[config.mk]
export PLATFORM = sky130hd
export DESIGN_NAME = pcd_clock_control
export DESIGN_NICKNAME = d
export VERILOG_FILES = /design/src/shared/pcd_pkg.sv /design/src/verilog/pcd_pow2_div.sv /design/src/verilog/pcd_clock_control.sv
export SDC_FILE = /design/constraint.sdc
export NUM_CORES = 1
export LEC_CHECK = 0
export BUFFER_PORTS_ARGS = -buffer_cell sky130_fd_sc_hd__buf_4
export CAP_MARGIN = 20
export CORE_MARGIN = 3
export CORE_UTILIZATION = 40
export CTS_CLUSTER_SIZE = 25
export DETAILED_ROUTE_END_ITERATION = 16
export PLACE_DENSITY = 0.7
export SYNTH_ARGS = -nofsm -noshare
export SYNTH_HDL_FRONTEND = slang
export SYNTH_HIERARCHICAL = 1
export SYNTH_SLANG_ARGS = --single-unit
[constraint.sdc]
create_clock -name aclk -period 6 [get_ports aclk]
set_input_delay 0.3 -clock aclk [delete_from_list [all_inputs] [get_ports aclk]]
set_output_delay 0.3 -clock aclk [all_outputs]
set_load 0.01 [all_outputs]
[src/shared/pcd_pkg.sv]
// Constants for the PLL clock select and divider block
package pcd_pkg;

    // ------------------------------------------------------------
    // Register byte offsets
    // ------------------------------------------------------------
    localparam logic [4:0] OFS_CLOCK_CONTROL = 5'h00;
    localparam logic [4:0] OFS_IRQ_STATUS    = 5'h04;
    localparam logic [4:0] OFS_IRQ_CLEAR     = 5'h08;
    localparam logic [4:0] OFS_IRQ_ENABLE    = 5'h0c;

    // ------------------------------------------------------------
    // clock_control field positions
    // ------------------------------------------------------------
    localparam int unsigned POS_LOCK   = 7;
    localparam int unsigned POS_POWER  = 6;
    localparam int unsigned POS_SELECT = 5;
    localparam int unsigned POS_BCS_LO = 2;
    localparam int unsigned POS_MCS_LO = 0;
    localparam int unsigned BCS_W      = 3;
    localparam int unsigned MCS_W      = 2;

    // ------------------------------------------------------------
    // Interrupt status bit positions
    // ------------------------------------------------------------
    localparam int unsigned IRQ_LOCK_GAINED = 0;
    localparam int unsigned IRQ_LOCK_LOST   = 1;
    localparam int unsigned IRQ_W           = 2;

    // ------------------------------------------------------------
    // Reset values
    // ------------------------------------------------------------
    localparam logic [7:0]        RST_CLOCK_CONTROL = 8'h00;
    localparam logic [IRQ_W-1:0]  RST_IRQ_ENABLE    = 2'h0;

    // ------------------------------------------------------------
    // Lock measurement, counted in edges
    // ------------------------------------------------------------
    localparam logic [7:0] LOCK_WINDOW_EDGES = 8'h40;
    localparam logic [7:0] LOCK_TARGET_EDGES = 8'h40;
    localparam logic [7:0] LOCK_MIN_EDGES    = 8'h20;
    localparam logic [7:0] LOCK_MAX_EDGES    = 8'h80;

    // ------------------------------------------------------------
    // Bus responses
    // ------------------------------------------------------------
    localparam logic [1:0] RESP_OKAY   = 2'h0;
    localparam logic [1:0] RESP_SLVERR = 2'h2;

endpackage

[src/verilog/pcd_pow2_div.sv]
// Power-of-two tick divider
`timescale 1ns/100ps

module pcd_pow2_div #(
    parameter int unsigned SEL_W = 3
) (
    input  wire logic             aclk,
    input  wire logic             aresetn,
    input  wire logic             tick_in,
    input  wire logic [SEL_W-1:0] sel,
    output logic                  tick_out
);

    localparam int unsigned CNT_W = (1 << SEL_W) - 1;

    typedef struct packed {
        logic [CNT_W-1:0] cnt;
        logic             out;
    } pcd_div_st_t;

    pcd_div_st_t q;
    pcd_div_st_t d;

    // ------------------------------------------------------------
    // Mask of counter bits used for a divide by two to the sel
    // ------------------------------------------------------------
    function automatic logic [CNT_W-1:0] pcd_mask(
        input logic [SEL_W-1:0] s
    );
        pcd_mask = CNT_W'((1 << s) - 1);
    endfunction

    always_comb begin
        d     = q;
        d.out = 1'b0;
        if (tick_in) begin
            if ((q.cnt & pcd_mask(sel)) == pcd_mask(sel)) begin
                d.out = 1'b1;
                d.cnt = '0;
            end else begin
                d.cnt = q.cnt + CNT_W'(1);
            end
        end
    end

    always_ff @(posedge aclk) begin
        if (!aresetn) begin
            q <= '0;
        end else begin
            q <= d;
        end
    end

    assign tick_out = q.out;

endmodule

[src/verilog/pcd_clock_control.sv]
// PLL clock select, lock flag and clock dividers with AXI4-Lite registers
`timescale 1ns/100ps

module pcd_clock_control (
    input  wire logic        aclk,
    input  wire logic        aresetn,
    input  wire logic        s_axi_awvalid,
    output logic             s_axi_awready,
    input  wire logic [4:0]  s_axi_awaddr,
    input  wire logic        s_axi_wvalid,
    output logic             s_axi_wready,
    input  wire logic [31:0] s_axi_wdata,
    input  wire logic [3:0]  s_axi_wstrb,
    output logic             s_axi_bvalid,
    input  wire logic        s_axi_bready,
    output logic [1:0]       s_axi_bresp,
    input  wire logic        s_axi_arvalid,
    output logic             s_axi_arready,
    input  wire logic [4:0]  s_axi_araddr,
    output logic             s_axi_rvalid,
    input  wire logic        s_axi_rready,
    output logic [31:0]      s_axi_rdata,
    output logic [1:0]       s_axi_rresp,
    input  wire logic        xtal_clk_in,
    input  wire logic        pll_clk_in,
    output logic             pll_power_on,
    output logic             pll_lock_flag,
    output logic             selected_source_clock,
    output logic             system_clock_tick,
    output logic             bus_clock_tick,
    output logic             module_clock_tick,
    output logic             irq
);

    typedef struct packed {
        logic                       xtal_s1;
        logic                       xtal_s2;
        logic                       pll_s1;
        logic                       pll_s2;
        logic                       xtal_prev;
        logic                       pll_prev;
        logic                       src_prev;
        logic                       use_pll;
        logic                       src_clk;
        logic                       power;
        logic                       src_sel;
        logic [pcd_pkg::BCS_W-1:0]  bcs;
        logic [pcd_pkg::MCS_W-1:0]  mcs;
        logic                       lock;
        logic [7:0]                 win_cnt;
        logic [7:0]                 pll_cnt;
        logic [pcd_pkg::IRQ_W-1:0]  irq_stat;
        logic [pcd_pkg::IRQ_W-1:0]  irq_en;
        logic                       irq;
        logic                       aw_got;
        logic                       w_got;
        logic [4:0]                 waddr;
        logic [7:0]                 wdata;
        logic                       wstrb0;
        logic                       awready;
        logic                       wready;
        logic                       bvalid;
        logic [1:0]                 bresp;
        logic                       arready;
        logic                       rvalid;
        logic [7:0]                 rdata;
        logic [1:0]                 rresp;
    } pcd_state_t;

    pcd_state_t q;
    pcd_state_t d;

    logic       src_tick;
    logic       sys_tick;
    logic       bus_tick;
    logic       mod_tick;
    logic [7:0] ctl_view;

    // ------------------------------------------------------------
    // Address decode
    // ------------------------------------------------------------
    function automatic logic pcd_mapped(input logic [4:0] a);
        pcd_mapped = (a == pcd_pkg::OFS_CLOCK_CONTROL) ||
                     (a == pcd_pkg::OFS_IRQ_STATUS)    ||
                     (a == pcd_pkg::OFS_IRQ_CLEAR)     ||
                     (a == pcd_pkg::OFS_IRQ_ENABLE);
    endfunction

    // ------------------------------------------------------------
    // Clock control register image
    // ------------------------------------------------------------
    always_comb begin
        ctl_view                      = 8'h00;
        ctl_view[pcd_pkg::POS_LOCK]   = q.lock;
        ctl_view[pcd_pkg::POS_POWER]  = q.power;
        ctl_view[pcd_pkg::POS_SELECT] = q.src_sel;
        ctl_view[pcd_pkg::POS_BCS_LO +: pcd_pkg::BCS_W] = q.bcs;
        ctl_view[pcd_pkg::POS_MCS_LO +: pcd_pkg::MCS_W] = q.mcs;
    end

    // ------------------------------------------------------------
    // Next state
    // ------------------------------------------------------------
    always_comb begin
        logic                      xtal_edge;
        logic                      pll_edge;
        logic                      src_level;
        logic                      win_end;
        logic [7:0]                pll_next;
        logic                      lock_next;
        logic                      do_write;
        logic [pcd_pkg::IRQ_W-1:0] ev;
        logic [pcd_pkg::IRQ_W-1:0] clr;
        xtal_edge = 1'b0;
        pll_edge  = 1'b0;
        src_level = 1'b0;
        win_end   = 1'b0;
        pll_next  = 8'h00;
        lock_next = 1'b0;
        do_write  = 1'b0;
        ev        = '0;
        clr       = '0;
        d         = q;

        // Pin sampling, two flops before any use
        d.xtal_s1   = xtal_clk_in;
        d.xtal_s2   = q.xtal_s1;
        d.pll_s1    = pll_clk_in;
        d.pll_s2    = q.pll_s1;
        d.xtal_prev = q.xtal_s2;
        d.pll_prev  = q.pll_s2;
        xtal_edge   = q.xtal_s2 && !q.xtal_prev;
        pll_edge    = q.pll_s2 && !q.pll_prev && q.power;

        // Frequency window on crystal edges
        pll_next = q.pll_cnt;
        if (pll_edge && q.pll_cnt != 8'hff) begin
            pll_next = q.pll_cnt + 8'h01;
        end
        lock_next = q.lock;
        d.pll_cnt = pll_next;
        if (xtal_edge) begin
            win_end = (q.win_cnt == pcd_pkg::LOCK_WINDOW_EDGES - 8'h01);
            d.win_cnt = win_end ? 8'h00 : q.win_cnt + 8'h01;
            if (win_end) begin
                lock_next = (pll_next >= pcd_pkg::LOCK_MIN_EDGES) &&
                            (pll_next <= pcd_pkg::LOCK_MAX_EDGES);
                d.pll_cnt = 8'h00;
            end
        end
        if (!q.power) begin
            lock_next = 1'b0;
            d.win_cnt = 8'h00;
            d.pll_cnt = 8'h00;
        end
        d.lock = lock_next;
        ev[pcd_pkg::IRQ_LOCK_GAINED] = lock_next && !q.lock;
        ev[pcd_pkg::IRQ_LOCK_LOST]   = !lock_next && q.lock;

        // Source mux, PLL only while locked
        d.use_pll = q.src_sel && q.lock && q.power;
        src_level = q.use_pll ? q.pll_s2 : q.xtal_s2;
        d.src_clk  = src_level;
        d.src_prev = q.src_clk;

        // Write address and data, taken in either order
        if (s_axi_awvalid && q.awready) begin
            d.aw_got  = 1'b1;
            d.waddr   = s_axi_awaddr;
            d.awready = 1'b0;
        end
        if (s_axi_wvalid && q.wready) begin
            d.w_got  = 1'b1;
            d.wdata  = s_axi_wdata[7:0];
            d.wstrb0 = s_axi_wstrb[0];
            d.wready = 1'b0;
        end
        if (q.aw_got && q.w_got && !q.bvalid) begin
            do_write = q.wstrb0;
            d.aw_got = 1'b0;
            d.w_got  = 1'b0;
            d.bvalid = 1'b1;
            d.bresp  = pcd_mapped(q.waddr) ? pcd_pkg::RESP_OKAY
                                           : pcd_pkg::RESP_SLVERR;
        end
        if (q.bvalid && s_axi_bready) begin
            d.bvalid  = 1'b0;
            d.awready = 1'b1;
            d.wready  = 1'b1;
        end

        // Register effects of a write
        if (do_write) begin
            unique case (q.waddr)
                pcd_pkg::OFS_CLOCK_CONTROL: begin
                    d.power   = q.wdata[pcd_pkg::POS_POWER];
                    d.src_sel = q.wdata[pcd_pkg::POS_SELECT];
                    d.bcs = q.wdata[pcd_pkg::POS_BCS_LO +:
                                    pcd_pkg::BCS_W];
                    d.mcs = q.wdata[pcd_pkg::POS_MCS_LO +:
                                    pcd_pkg::MCS_W];
                end
                pcd_pkg::OFS_IRQ_CLEAR: begin
                    clr = q.wdata[pcd_pkg::IRQ_W-1:0];
                end
                pcd_pkg::OFS_IRQ_ENABLE: begin
                    d.irq_en = q.wdata[pcd_pkg::IRQ_W-1:0];
                end
                default: begin
                end
            endcase
        end

        // Sticky events, a new event beats a clear
        d.irq_stat = (q.irq_stat & ~clr) | ev;
        d.irq      = |(d.irq_stat & d.irq_en);

        // Read channel
        if (s_axi_arvalid && q.arready) begin
            d.arready = 1'b0;
            d.rvalid  = 1'b1;
            d.rresp   = pcd_mapped(s_axi_araddr) ? pcd_pkg::RESP_OKAY
                                                 : pcd_pkg::RESP_SLVERR;
            unique case (s_axi_araddr)
                pcd_pkg::OFS_CLOCK_CONTROL: d.rdata = ctl_view;
                pcd_pkg::OFS_IRQ_STATUS:
                    d.rdata = {6'h00, q.irq_stat};
                pcd_pkg::OFS_IRQ_ENABLE:
                    d.rdata = {6'h00, q.irq_en};
                default: d.rdata = 8'h00;
            endcase
        end
        if (q.rvalid && s_axi_rready) begin
            d.rvalid  = 1'b0;
            d.arready = 1'b1;
        end
    end

    // ------------------------------------------------------------
    // State register
    // ------------------------------------------------------------
    always_ff @(posedge aclk) begin
        if (!aresetn) begin
            q         <= '0;
            q.power   <= pcd_pkg::RST_CLOCK_CONTROL[pcd_pkg::POS_POWER];
            q.src_sel <= pcd_pkg::RST_CLOCK_CONTROL[pcd_pkg::POS_SELECT];
            q.bcs     <= pcd_pkg::RST_CLOCK_CONTROL[pcd_pkg::POS_BCS_LO +:
                                                    pcd_pkg::BCS_W];
            q.mcs     <= pcd_pkg::RST_CLOCK_CONTROL[pcd_pkg::POS_MCS_LO +:
                                                    pcd_pkg::MCS_W];
            q.irq_en  <= pcd_pkg::RST_IRQ_ENABLE;
            q.awready <= 1'b1;
            q.wready  <= 1'b1;
            q.arready <= 1'b1;
        end else begin
            q <= d;
        end
    end

    // ------------------------------------------------------------
    // Divider chain
    // ------------------------------------------------------------
    // Rising edge of the muxed source; suppressed on a source switch
    assign src_tick = q.src_clk && !q.src_prev && (q.use_pll == d.use_pll);

    pcd_pow2_div #(
        .SEL_W    (pcd_pkg::BCS_W)
    ) u_base_div (
        .aclk     (aclk),
        .aresetn  (aresetn),
        .tick_in  (src_tick),
        .sel      (q.bcs),
        .tick_out (sys_tick)
    );

    pcd_pow2_div #(
        .SEL_W    (1)
    ) u_bus_div (
        .aclk     (aclk),
        .aresetn  (aresetn),
        .tick_in  (sys_tick),
        .sel      (1'b1),
        .tick_out (bus_tick)
    );

    pcd_pow2_div #(
        .SEL_W    (pcd_pkg::MCS_W)
    ) u_mod_div (
        .aclk     (aclk),
        .aresetn  (aresetn),
        .tick_in  (bus_tick),
        .sel      (q.mcs),
        .tick_out (mod_tick)
    );

    // ------------------------------------------------------------
    // Outputs
    // ------------------------------------------------------------
    assign s_axi_awready         = q.awready;
    assign s_axi_wready          = q.wready;
    assign s_axi_bvalid          = q.bvalid;
    assign s_axi_bresp           = q.bresp;
    assign s_axi_arready         = q.arready;
    assign s_axi_rvalid          = q.rvalid;
    assign s_axi_rdata           = {24'h000000, q.rdata};
    assign s_axi_rresp           = q.rresp;
    assign pll_power_on          = q.power;
    assign pll_lock_flag         = q.lock;
    assign selected_source_clock = q.src_clk;
    assign system_clock_tick     = sys_tick;
    assign bus_clock_tick        = bus_tick;
    assign module_clock_tick     = mod_tick;
    assign irq                   = q.irq;

endmodule

[After elaboration in Yosys (flattened, before gate mapping)]
Index checks and enable logic that the tools add are counted.
Storage, ports and cells
  input port bits: 55
  word-level logic and storage cells: 130
  flip-flop bits (word level): 84
Operators by class
  $lt $le $gt $ge: 2
  multiplexer cells: 22
  $add $sub $neg: 7
  reduce and logical (&&, ||, !) cells: 41
  bitwise logic cells: 7
  shifts and indexed selects: 2
  equal/unequal tests: 11
Operators with widths (count)
  8-bit 2-to-1 mux: 4
  8-bit case mux with 3 select lines: 1
  5-bit by 4-bit equality test with 1-bit output (second input constant): 4
  1-bit logical AND: 18
  8-bit by 1-bit adder with 8-bit output (second input constant): 2
  2-bit 2-to-1 mux: 6
  5-bit by 3-bit equality test with 1-bit output (second input constant): 2
  5-bit zero test: 2
  2-bit AND reduction: 5
  1-bit 2-to-1 mux: 9
  8-bit by 6-bit equality test with 1-bit output (second input constant): 1
  8-bit by 6-bit greater-or-equal comparator with 1-bit output (second input constant): 1
  8-bit <= comparator (second input constant): 1
  8-bit inequality test (second input constant): 1
  2-bit OR reduction: 4
  7-bit by 1-bit adder with 7-bit output (second input constant): 1
  7-bit bitwise AND: 1
  7-bit equality test: 1
  7-bit 2-to-1 mux: 1
  1-bit by 3-bit left shift with 7-bit output (first input constant): 1
  7-bit by 2-bit subtractor with 7-bit output (second input constant): 1
  1-bit zero test: 6
  1-bit logical OR: 6
  2-bit bitwise AND: 2
  11 further kinds: 11

[Logic depth before layout (Yosys ltp)]
Gate-level depths: netlist (run 1).
  word-level depth: 15
  gate-level depth with buffers: 9
  depth with buffers taken out: 7

[By module]
Netlist (run 1), hierarchy kept.
Modules (own cells, without submodules)
  pcd_clock_control: sequential area each 1361.3 um^2, cells each 349, area each 3125.5 um^2, times used 1
  pcd_pow2_div (u_base_div): sequential area each 160.2 um^2, cells each 43, area each 401.6 um^2, times used 1
  pcd_pow2_div (u_mod_div): sequential area each 80.1 um^2, cells each 19, area each 190.2 um^2, times used 1
  pcd_pow2_div (u_bus_div): sequential area each 40.0 um^2, cells each 8, area each 72.6 um^2, times used 1

[Least setup slack after synthesis (run 1)]
No wires, ideal clock.
  path kind: register to register
  start: register q[38] in the netlist's numbering
  end: register q (netlist bit irq)
  data required time: 5880 ps
  cell stages (with the launch flop): 8
  path buffers: 0
  slack: 3977 ps
  clock period less this slack: 2023 ps
  data arrival time: 1903 ps
  cells stage by stage: dfxtp_1 -> ha_1 -> nand4_1 -> o21ai_4 -> mux2i_1 -> a2111oi_4 -> o2111a_1 -> a211o_1
Between the ends
  word-level cells in the longest chain between the ends: 13
Ends and longest elaborated chain
  start: declaration: line pcd_clock_control.sv:70  | pcd_state_t q;
  branches (longest 2 deep; another with 8-bit by 1-bit adder with 8-bit output)
  8-bit 2-to-1 mux (*): line pcd_clock_control.sv:137  | if (pll_edge && q.pll_cnt != 8'hff) begin
  8-bit by 6-bit greater-or-equal comparator with 1-bit output / 8-bit <= comparator (equally long branches): line pcd_clock_control.sv:146, pcd_clock_control.sv:147
  1-bit logical AND (*): line pcd_clock_control.sv:146  | lock_next = (pll_next >= pcd_pkg::LOCK_MIN_EDGES) &&
  1-bit 2-to-1 mux (*): line pcd_clock_control.sv:145  | if (win_end) begin
  1-bit 2-to-1 mux (*): line pcd_clock_control.sv:142  | if (xtal_edge) begin
  1-bit 2-to-1 mux (*): line pcd_clock_control.sv:151  | if (!q.power) begin
  1-bit zero test: line pcd_clock_control.sv:158  | ev[pcd_pkg::IRQ_LOCK_LOST] = !lock_next && q.lock;
  1-bit logical AND: line pcd_clock_control.sv:158
  2-bit OR (*): line pcd_clock_control.sv:215  | d.irq_stat = (q.irq_stat & ~clr) | ev;
  2-bit bitwise AND (*): line pcd_clock_control.sv:216  | d.irq = |(d.irq_stat & d.irq_en);
  2-bit OR reduction (*): line pcd_clock_control.sv:216
Every way passes the cells marked *.
A chain may end at the register's enable or synchronous reset.

[Worst setup path after layout (run 1)]
  start: register q (netlist bit pll_power_on)
  end: register u_base_div/q[4] in the netlist's numbering
Between the ends
  word-level cells in the longest chain between the ends: 3
Ends and longest elaborated chain
  1-bit logical AND: line pcd_clock_control.sv:161  | d.use_pll = q.src_sel && q.lock && q.power;
  1-bit equality test: line pcd_clock_control.sv:264  | assign src_tick = q.src_clk && !q.src_prev && (q.use_pll == d.use_pll);
  1-bit logical AND: line pcd_clock_control.sv:264
  net src_tick: line pcd_clock_control.sv:73  | logic src_tick;
  end signal: assignment: line pcd_pow2_div.sv:48  | q <= '0;
  end signal: assignment: line pcd_pow2_div.sv:50  | q <= d;
  end: declaration: line pcd_pow2_div.sv:21  | pcd_div_st_t q;
The timed path passes the listed nets, and every way through them passes these cells.

==> flow_summary.json, run 1 <==
{
  "tritoncts": "built",
  "path_max_fanout": 11,
  "synth_most_common_cell": "dfxtp_1",
  "die_w_um": 103.3,
  "skew_ns": 0.01485,
  "setup_viol": 0,
  "coreArea_um2": 8976,
  "vdd_drop_max_mv": 0.1434,
  "synthFlopType": "dfxtp_1",
  "p_leak_nw": 1.679,
  "track_usage": 0.1442,
  "synth_edf_count": 0,
  "cts_resized": 0,
  "mappedNetlistArea_um2": 3790,
  "dpl.cell_count": 569,
  "drc": 0,
  "post_dp_cell_area_um2": 4073,
  "postCtsHoldBufs": 0,
  "post-dp-hpwl_um": 5424,
  "postCtsSetupRepairBufs": 0,
  "ant_nets": 0,
  "worstMarginPinSlew_ns": 0.8252,
  "synth_compound_area_frac": 0.1175,
  "synth_top_area_share": 0.4331,
  "period_share": 0.4241,
  "synthSimpleGateAreaFrac": 0.2321,
  "gp_congestion": 0.8597,
  "rsz0062_at_grt": "no",
  "worst-setup-path-type": "reg2reg",
  "cp.arrival_ns": 2.77,
  "crit_path_top_delay_cell": "nor3b_1",
  "drv_cap": 0,
  "power.density_nw_per_um2": 246.5,
  "relSlewSlack": 0.4486,
  "netlist_instances": 419,
  "first_global_vias": 2690,
  "synthXorXnorAreaFrac": 0.04391,
  "fmax_mhz": 393.0,
  "syn_avg_cell_area_um2": 9.045,
  "grt_pass1_wl_um": 12300,
  "ys_ff_latch": 82,
  "ys_seq_area_frac": 0.4331,
  "totalWireLength_um": 7275,
  "n_antenna_cell": 0,
  "period_needed_ns": 2.545,
  "grt_remaining_overflow": 0,
  "cts_max_level": 3,
  "synthAdderAreaFrac": 0.01321,
  "instances_no_fill": 585,
  "crit_buf_inv": 0,
  "num_vias": 2857,
  "area_growth_pct": 13.21,
  "timing.final.ws_setup_ns": 3.455,
  "die-area_um2": 10680,
  "start_util": 0.4222,
  "hold_class": "in2reg",
  "drtIter0Drc": 101,
  "port-buffer-count": 48,
  "crit_path_start_kind": "register",
  "die_y_um": 103.3,
  "synth_cell_types": 63,
  "slew_viol_final": 0,
  "antenna_found_initial": 0,
  "nNetsFinal": 513,
  "power.total_mw": 1.058,
  "synth_common_cells": "82 x dfxtp_1, 50 x nor2_1, 36 x buf_4, 36 x nand2_1, 24 x nand3_1",
  "grt_max_degree": 38,
  "rows": 34,
  "io_pins": 103,
  "cp_cell_sequence": "nand3_1, xnor2_1, nor3b_1, nand3_1, o31ai_4, nor2_1",
  "seqCellArea_um2": 1642,
  "final_cell_area_um2": 4290,
  "clk_latency_ns": 0.35,
  "drt-vias-per-instance": 4.884,
  "tns_ns": 0,
  "cp_top_family": "simple AND/OR/NAND/NOR gates",
  "cpPeakStageDelay_ns": 0.67,
  "synth_top_family_by_area": "simple AND/OR/NAND/NOR gates",
  "cp_data_required_time_ns": 6.22,
  "avgRoutedWirePerCell_um": 12.44,
  "ys_warn_count": 6,
  "end_kind": "register",
  "timing_hold_violations_final": 0,
  "dr.pass1.iters": 4,
  "yosys-top-cells-area": "dfxtp_1 43%, buf_4 7.1%, nor2_1 5.0%",
  "synthArstFlopShare": 0,
  "outcome": "completed",
  "cts.sinks": 82,
  "dpl_worst_slack_ns": 3.479,
  "cp_common_cell": "nand3_1",
  "path_clk_slew_ns": 0.09,
  "numCtsBuffers": 9,
  "clockRootBuffer": "clkbuf_8",
  "yosys-mux-area-fraction": 0.05744,
  "multi_input_area_um2": 1864,
  "synth_top_area_cell": "dfxtp_1",
  "cts_buffer_depth": 2,
  "fill_cells": 864,
  "drive_gt1_frac": 0.1852
}
==> final cells by class <==
cell class / count / area share
sequential: 82 / 0.3826
clock buffer: 9 / 0.02887
tap: 126 / 0.03675
inverter: 13 / 0.01137
clock inverter: 7 / 0.02187
multi-input combinational: 300 / 0.4345
timing repair buffer: 48 / 0.08399
==> cells by family after synthesis <==
logic type	after synthesis
AOI/OAI and AO/OA	61
xor gates and xnor gates	19
adders and majority gates	4
buffers and inverters	63
DFF	82
muxes	21
other	2
and+or+nand+nor	167
==> metrics by stage <==
step	hold WS, ns	utilization
6_report	0.1574	0.4780
5_1_grt	0.1423	0.4780
3_5_place_dp	0.4249	0.4537
3_3_place_gp	0.4152	0.4537
4_1_cts	0.1445	0.4780
2_1_floorplan	0.4119	-
==> worst reg2reg max path: cells and delay by family, from the launching register on <==
family / cells / cell delay (ns)
xor gates and xnor gates: 1 / 0.16
DFF: 1 / 0.60
AOI/OAI and AO/OA: 1 / 0.42
and+or+nand+nor: 4 / 1.24
==> final timing paths <==
kind                start               to  slack [ns]  depth (start not counted)
min           xtal_clk_in            d[69]        0.16                          2
max          pll_power_on  u_base_div/q[4]        3.46                          6
max reg2reg  pll_power_on  u_base_div/q[4]        3.46                          6
min reg2reg         d[67]            d[65]        0.44                          1
==> cell usage in the layout (no fill, tap or decap), types with 3 or more instances in the layout <==
master and instances:
nor2_1 50, a22oi_1 8, buf_4 48, nand4_1 8, nor3_1 6, nor2b_1 3
nor3b_1 3, mux2i_1 18, nand2_1 36, and2_1 7, nor4_1 3, xor2_1 10
nand3_1 24, nand3b_1 4, o21ai_0 9, xnor2_1 9, ha_1 4, conb_1 28
clkbuf_8 9, a21oi_1 22, nand2b_1 4, dfxtp_1 82, inv_1 11
==> state kept, by name, indices dropped and copies added (netlist names), 3 cells and up <==
signal        cells
ctl_view          6
d                 4
q                39
s_axi_rdata       8
u_base_div/q      7
u_mod_div/q       3
==> layer usage <==
| layer | track usage | routed length (um) | part of all wire | vias to the layer above |
|---|---|---|---|---|
| li1 | - | - | - | 1449 |
| met1 | 0.1902 | 3483 | 0.48 | 1328 |
| met2 | 0.2304 | 3293 | 0.45 | 71 |
| met3 | 0.02817 | 385 | 0.053 | 9 |
| met4 | 0.06076 | 112 | 0.015 | 0 |
| met5 | 0 | 0 | 0 | - |
==> where the power goes <==
part / leakage, nW / switching (mW) / internal, mW / total (mW)
Combinational: 0.908 / 0.0359 / 0.0268 / 0.0627
Clock: 0.105 / 0.195 / 0.233 / 0.428
Sequential: 0.666 / 0.0110 / 0.556 / 0.567
Note: power is estimated with default switching activity, not from simulation.
==> run 2: changes to the inputs <==
==> constraint.sdc (replaced) <==
create_clock -name aclk -period 2.55 [get_ports aclk]
set_input_delay 0.1275 -clock aclk [delete_from_list [all_inputs] [get_ports aclk]]
set_output_delay 0.1275 -clock aclk [all_outputs]
set_load 0.01 [all_outputs]
==> flow_summary.json, run 2 (same netlist as run 1, synthesis figures left out) <==
{
  "setup_viol": 0,
  "nNetsFinal": 520,
  "final_common_cell": "dfxtp_1",
  "area_growth_pct": 14.36,
  "postCtsSetupRepairBufs": 0,
  "avgRoutedWirePerCell_um": 12.30,
  "outcome": "completed",
  "slew_viol_final": 0,
  "period_needed_ns": 2.274,
  "hold_class": "in2reg",
  "cts_buffer_depth": 2,
  "drtIter0Drc": 131,
  "crit_path_start_kind": "register",
  "grt_max_degree": 38,
  "ant_nets": 0,
  "tns_ns": 0,
  "numCtsBuffers": 9,
  "dpl_worst_slack_ns": 0.2732,
  "drive_gt1_frac": 0.1910,
  "worst-setup-path-type": "reg2reg",
  "cts_max_level": 3,
  "cp-startpoint": "q[38]",
  "antenna_found_initial": 0,
  "relSlewSlack": 0.5618,
  "grt_pass1_wl_um": 11920,
  "vdd_drop_max_mv": 0.3101,
  "num_vias": 2890,
  "worstReg2RegStart": "q[38]",
  "rsz0062_at_grt": "no",
  "skew_ns": 0.007891,
  "p_leak_nw": 1.707,
  "drt-vias-per-instance": 4.882,
  "first_global_vias": 2630,
  "clk_latency_ns": 0.34,
  "power.total_mw": 2.420,
  "coreArea_um2": 8976,
  "whs_ns": 0.03342,
  "track_usage": 0.1395,
  "worstMarginPinSlew_ns": 0.6524,
  "post-dp-hpwl_um": 5387,
  "port-buffer-count": 48,
  "worstHoldStart": "s_axi_awvalid",
  "die_y_um": 103.3,
  "grt_remaining_overflow": 0,
  "dr.pass1.iters": 5,
  "cts.sinks": 82,
  "rows": 34,
  "drc": 0,
  "start_util": 0.4222,
  "power.density_nw_per_um2": 558.4,
  "die_w_um": 103.3,
  "totalWireLength_um": 7284,
  "io_pins": 103,
  "cp.arrival_ns": 2.50,
  "final_cell_mix": "82 x dfxtp_1, 52 x buf_4, 50 x nor2_1",
  "fmax_mhz": 439.7,
  "drv_cap": 0,
  "cp_data_required_time_ns": 2.78,
  "top_register": "q",
  "n_antenna_cell": 0,
  "path_clk_slew_ns": 0.08,
  "largest_register_ffs": 39,
  "clockRootBuffer": "clkbuf_8",
  "timing.final.ws_setup_ns": 0.2760,
  "gp_congestion": 0.8359,
  "die-area_um2": 10680,
  "postCtsHoldBufs": 3,
  "tritoncts": "built",
  "period_share": 0.8918,
  "end_kind": "register",
  "timing_hold_violations_final": 0,
  "cts_resized": 0,
  "path_max_fanout": 5
}
==> run 2: cell count changes in the layout (fill, tap and decap cells not counted), sizes merged <==
cell | previous run | this run
buf | 48 | 52
bufinv | 2 | 1
inv | 13 | 14
dlygate4sd3 | 0 | 3
clkbuf | 9 | 10
clkinv | 3 | 2
==> run 2: layer usage <==
| layer | vias to the layer above | track usage | wire length, um |
|---|---|---|---|
| met5 | - | 0 | 0 |
| met4 | 0 | 0.05578 | 127 |
| met3 | 9 | 0.03286 | 364 |
| met2 | 89 | 0.2196 | 3291 |
| met1 | 1320 | 0.1845 | 3500 |
| li1 | 1472 | - | - |
==> run 2: layout make-up <==
type	count	area, um^2
Inverter	13	48.80
Clock inverter	6	63.81
Sequential cell	82	1642
Clock buffer	10	137.6
Timing Repair Buffer	55	420.4
Multi-Input combinational cell	300	1864
Fill cell	850	4642
Tap cell	126	157.7
==> run 2: per-stage QoR <==
step	utilization	instance area (um^2)	cells
after floorplan	-	3887	445
after global placement	0.4571	4103	573
after detailed placement	0.4571	4103	573
after CTS	0.4829	4334	592
after global routing	0.4829	4334	592
final	0.4829	4334	592
==> run 2: where the power goes <==
group          switching (mW)  internal, mW
logic                  0.0854        0.0671
clock network           0.455         0.479
registers              0.0260          1.31
==> run 2: final timing paths <==
kind / slack, ns / depth (start not counted) / end
setup / recovery: 0.28 / 7 / irq
hold / removal: 0.03 / 2 / s_axi_awready
setup reg to reg: 0.28 / 7 / irq
hold reg to reg: 0.44 / 1 / d[66]
==> run 2: worst max-delay path, stage by stage (launching register included) <==
cell	delay [ns]
dfxtp_1	0.42
ha_1	0.30
nand4_1	0.22
o21ai_4	0.25
mux2i_1	0.36
a2111oi_4	0.10
o2111a_1	0.26
a211o_1	0.26
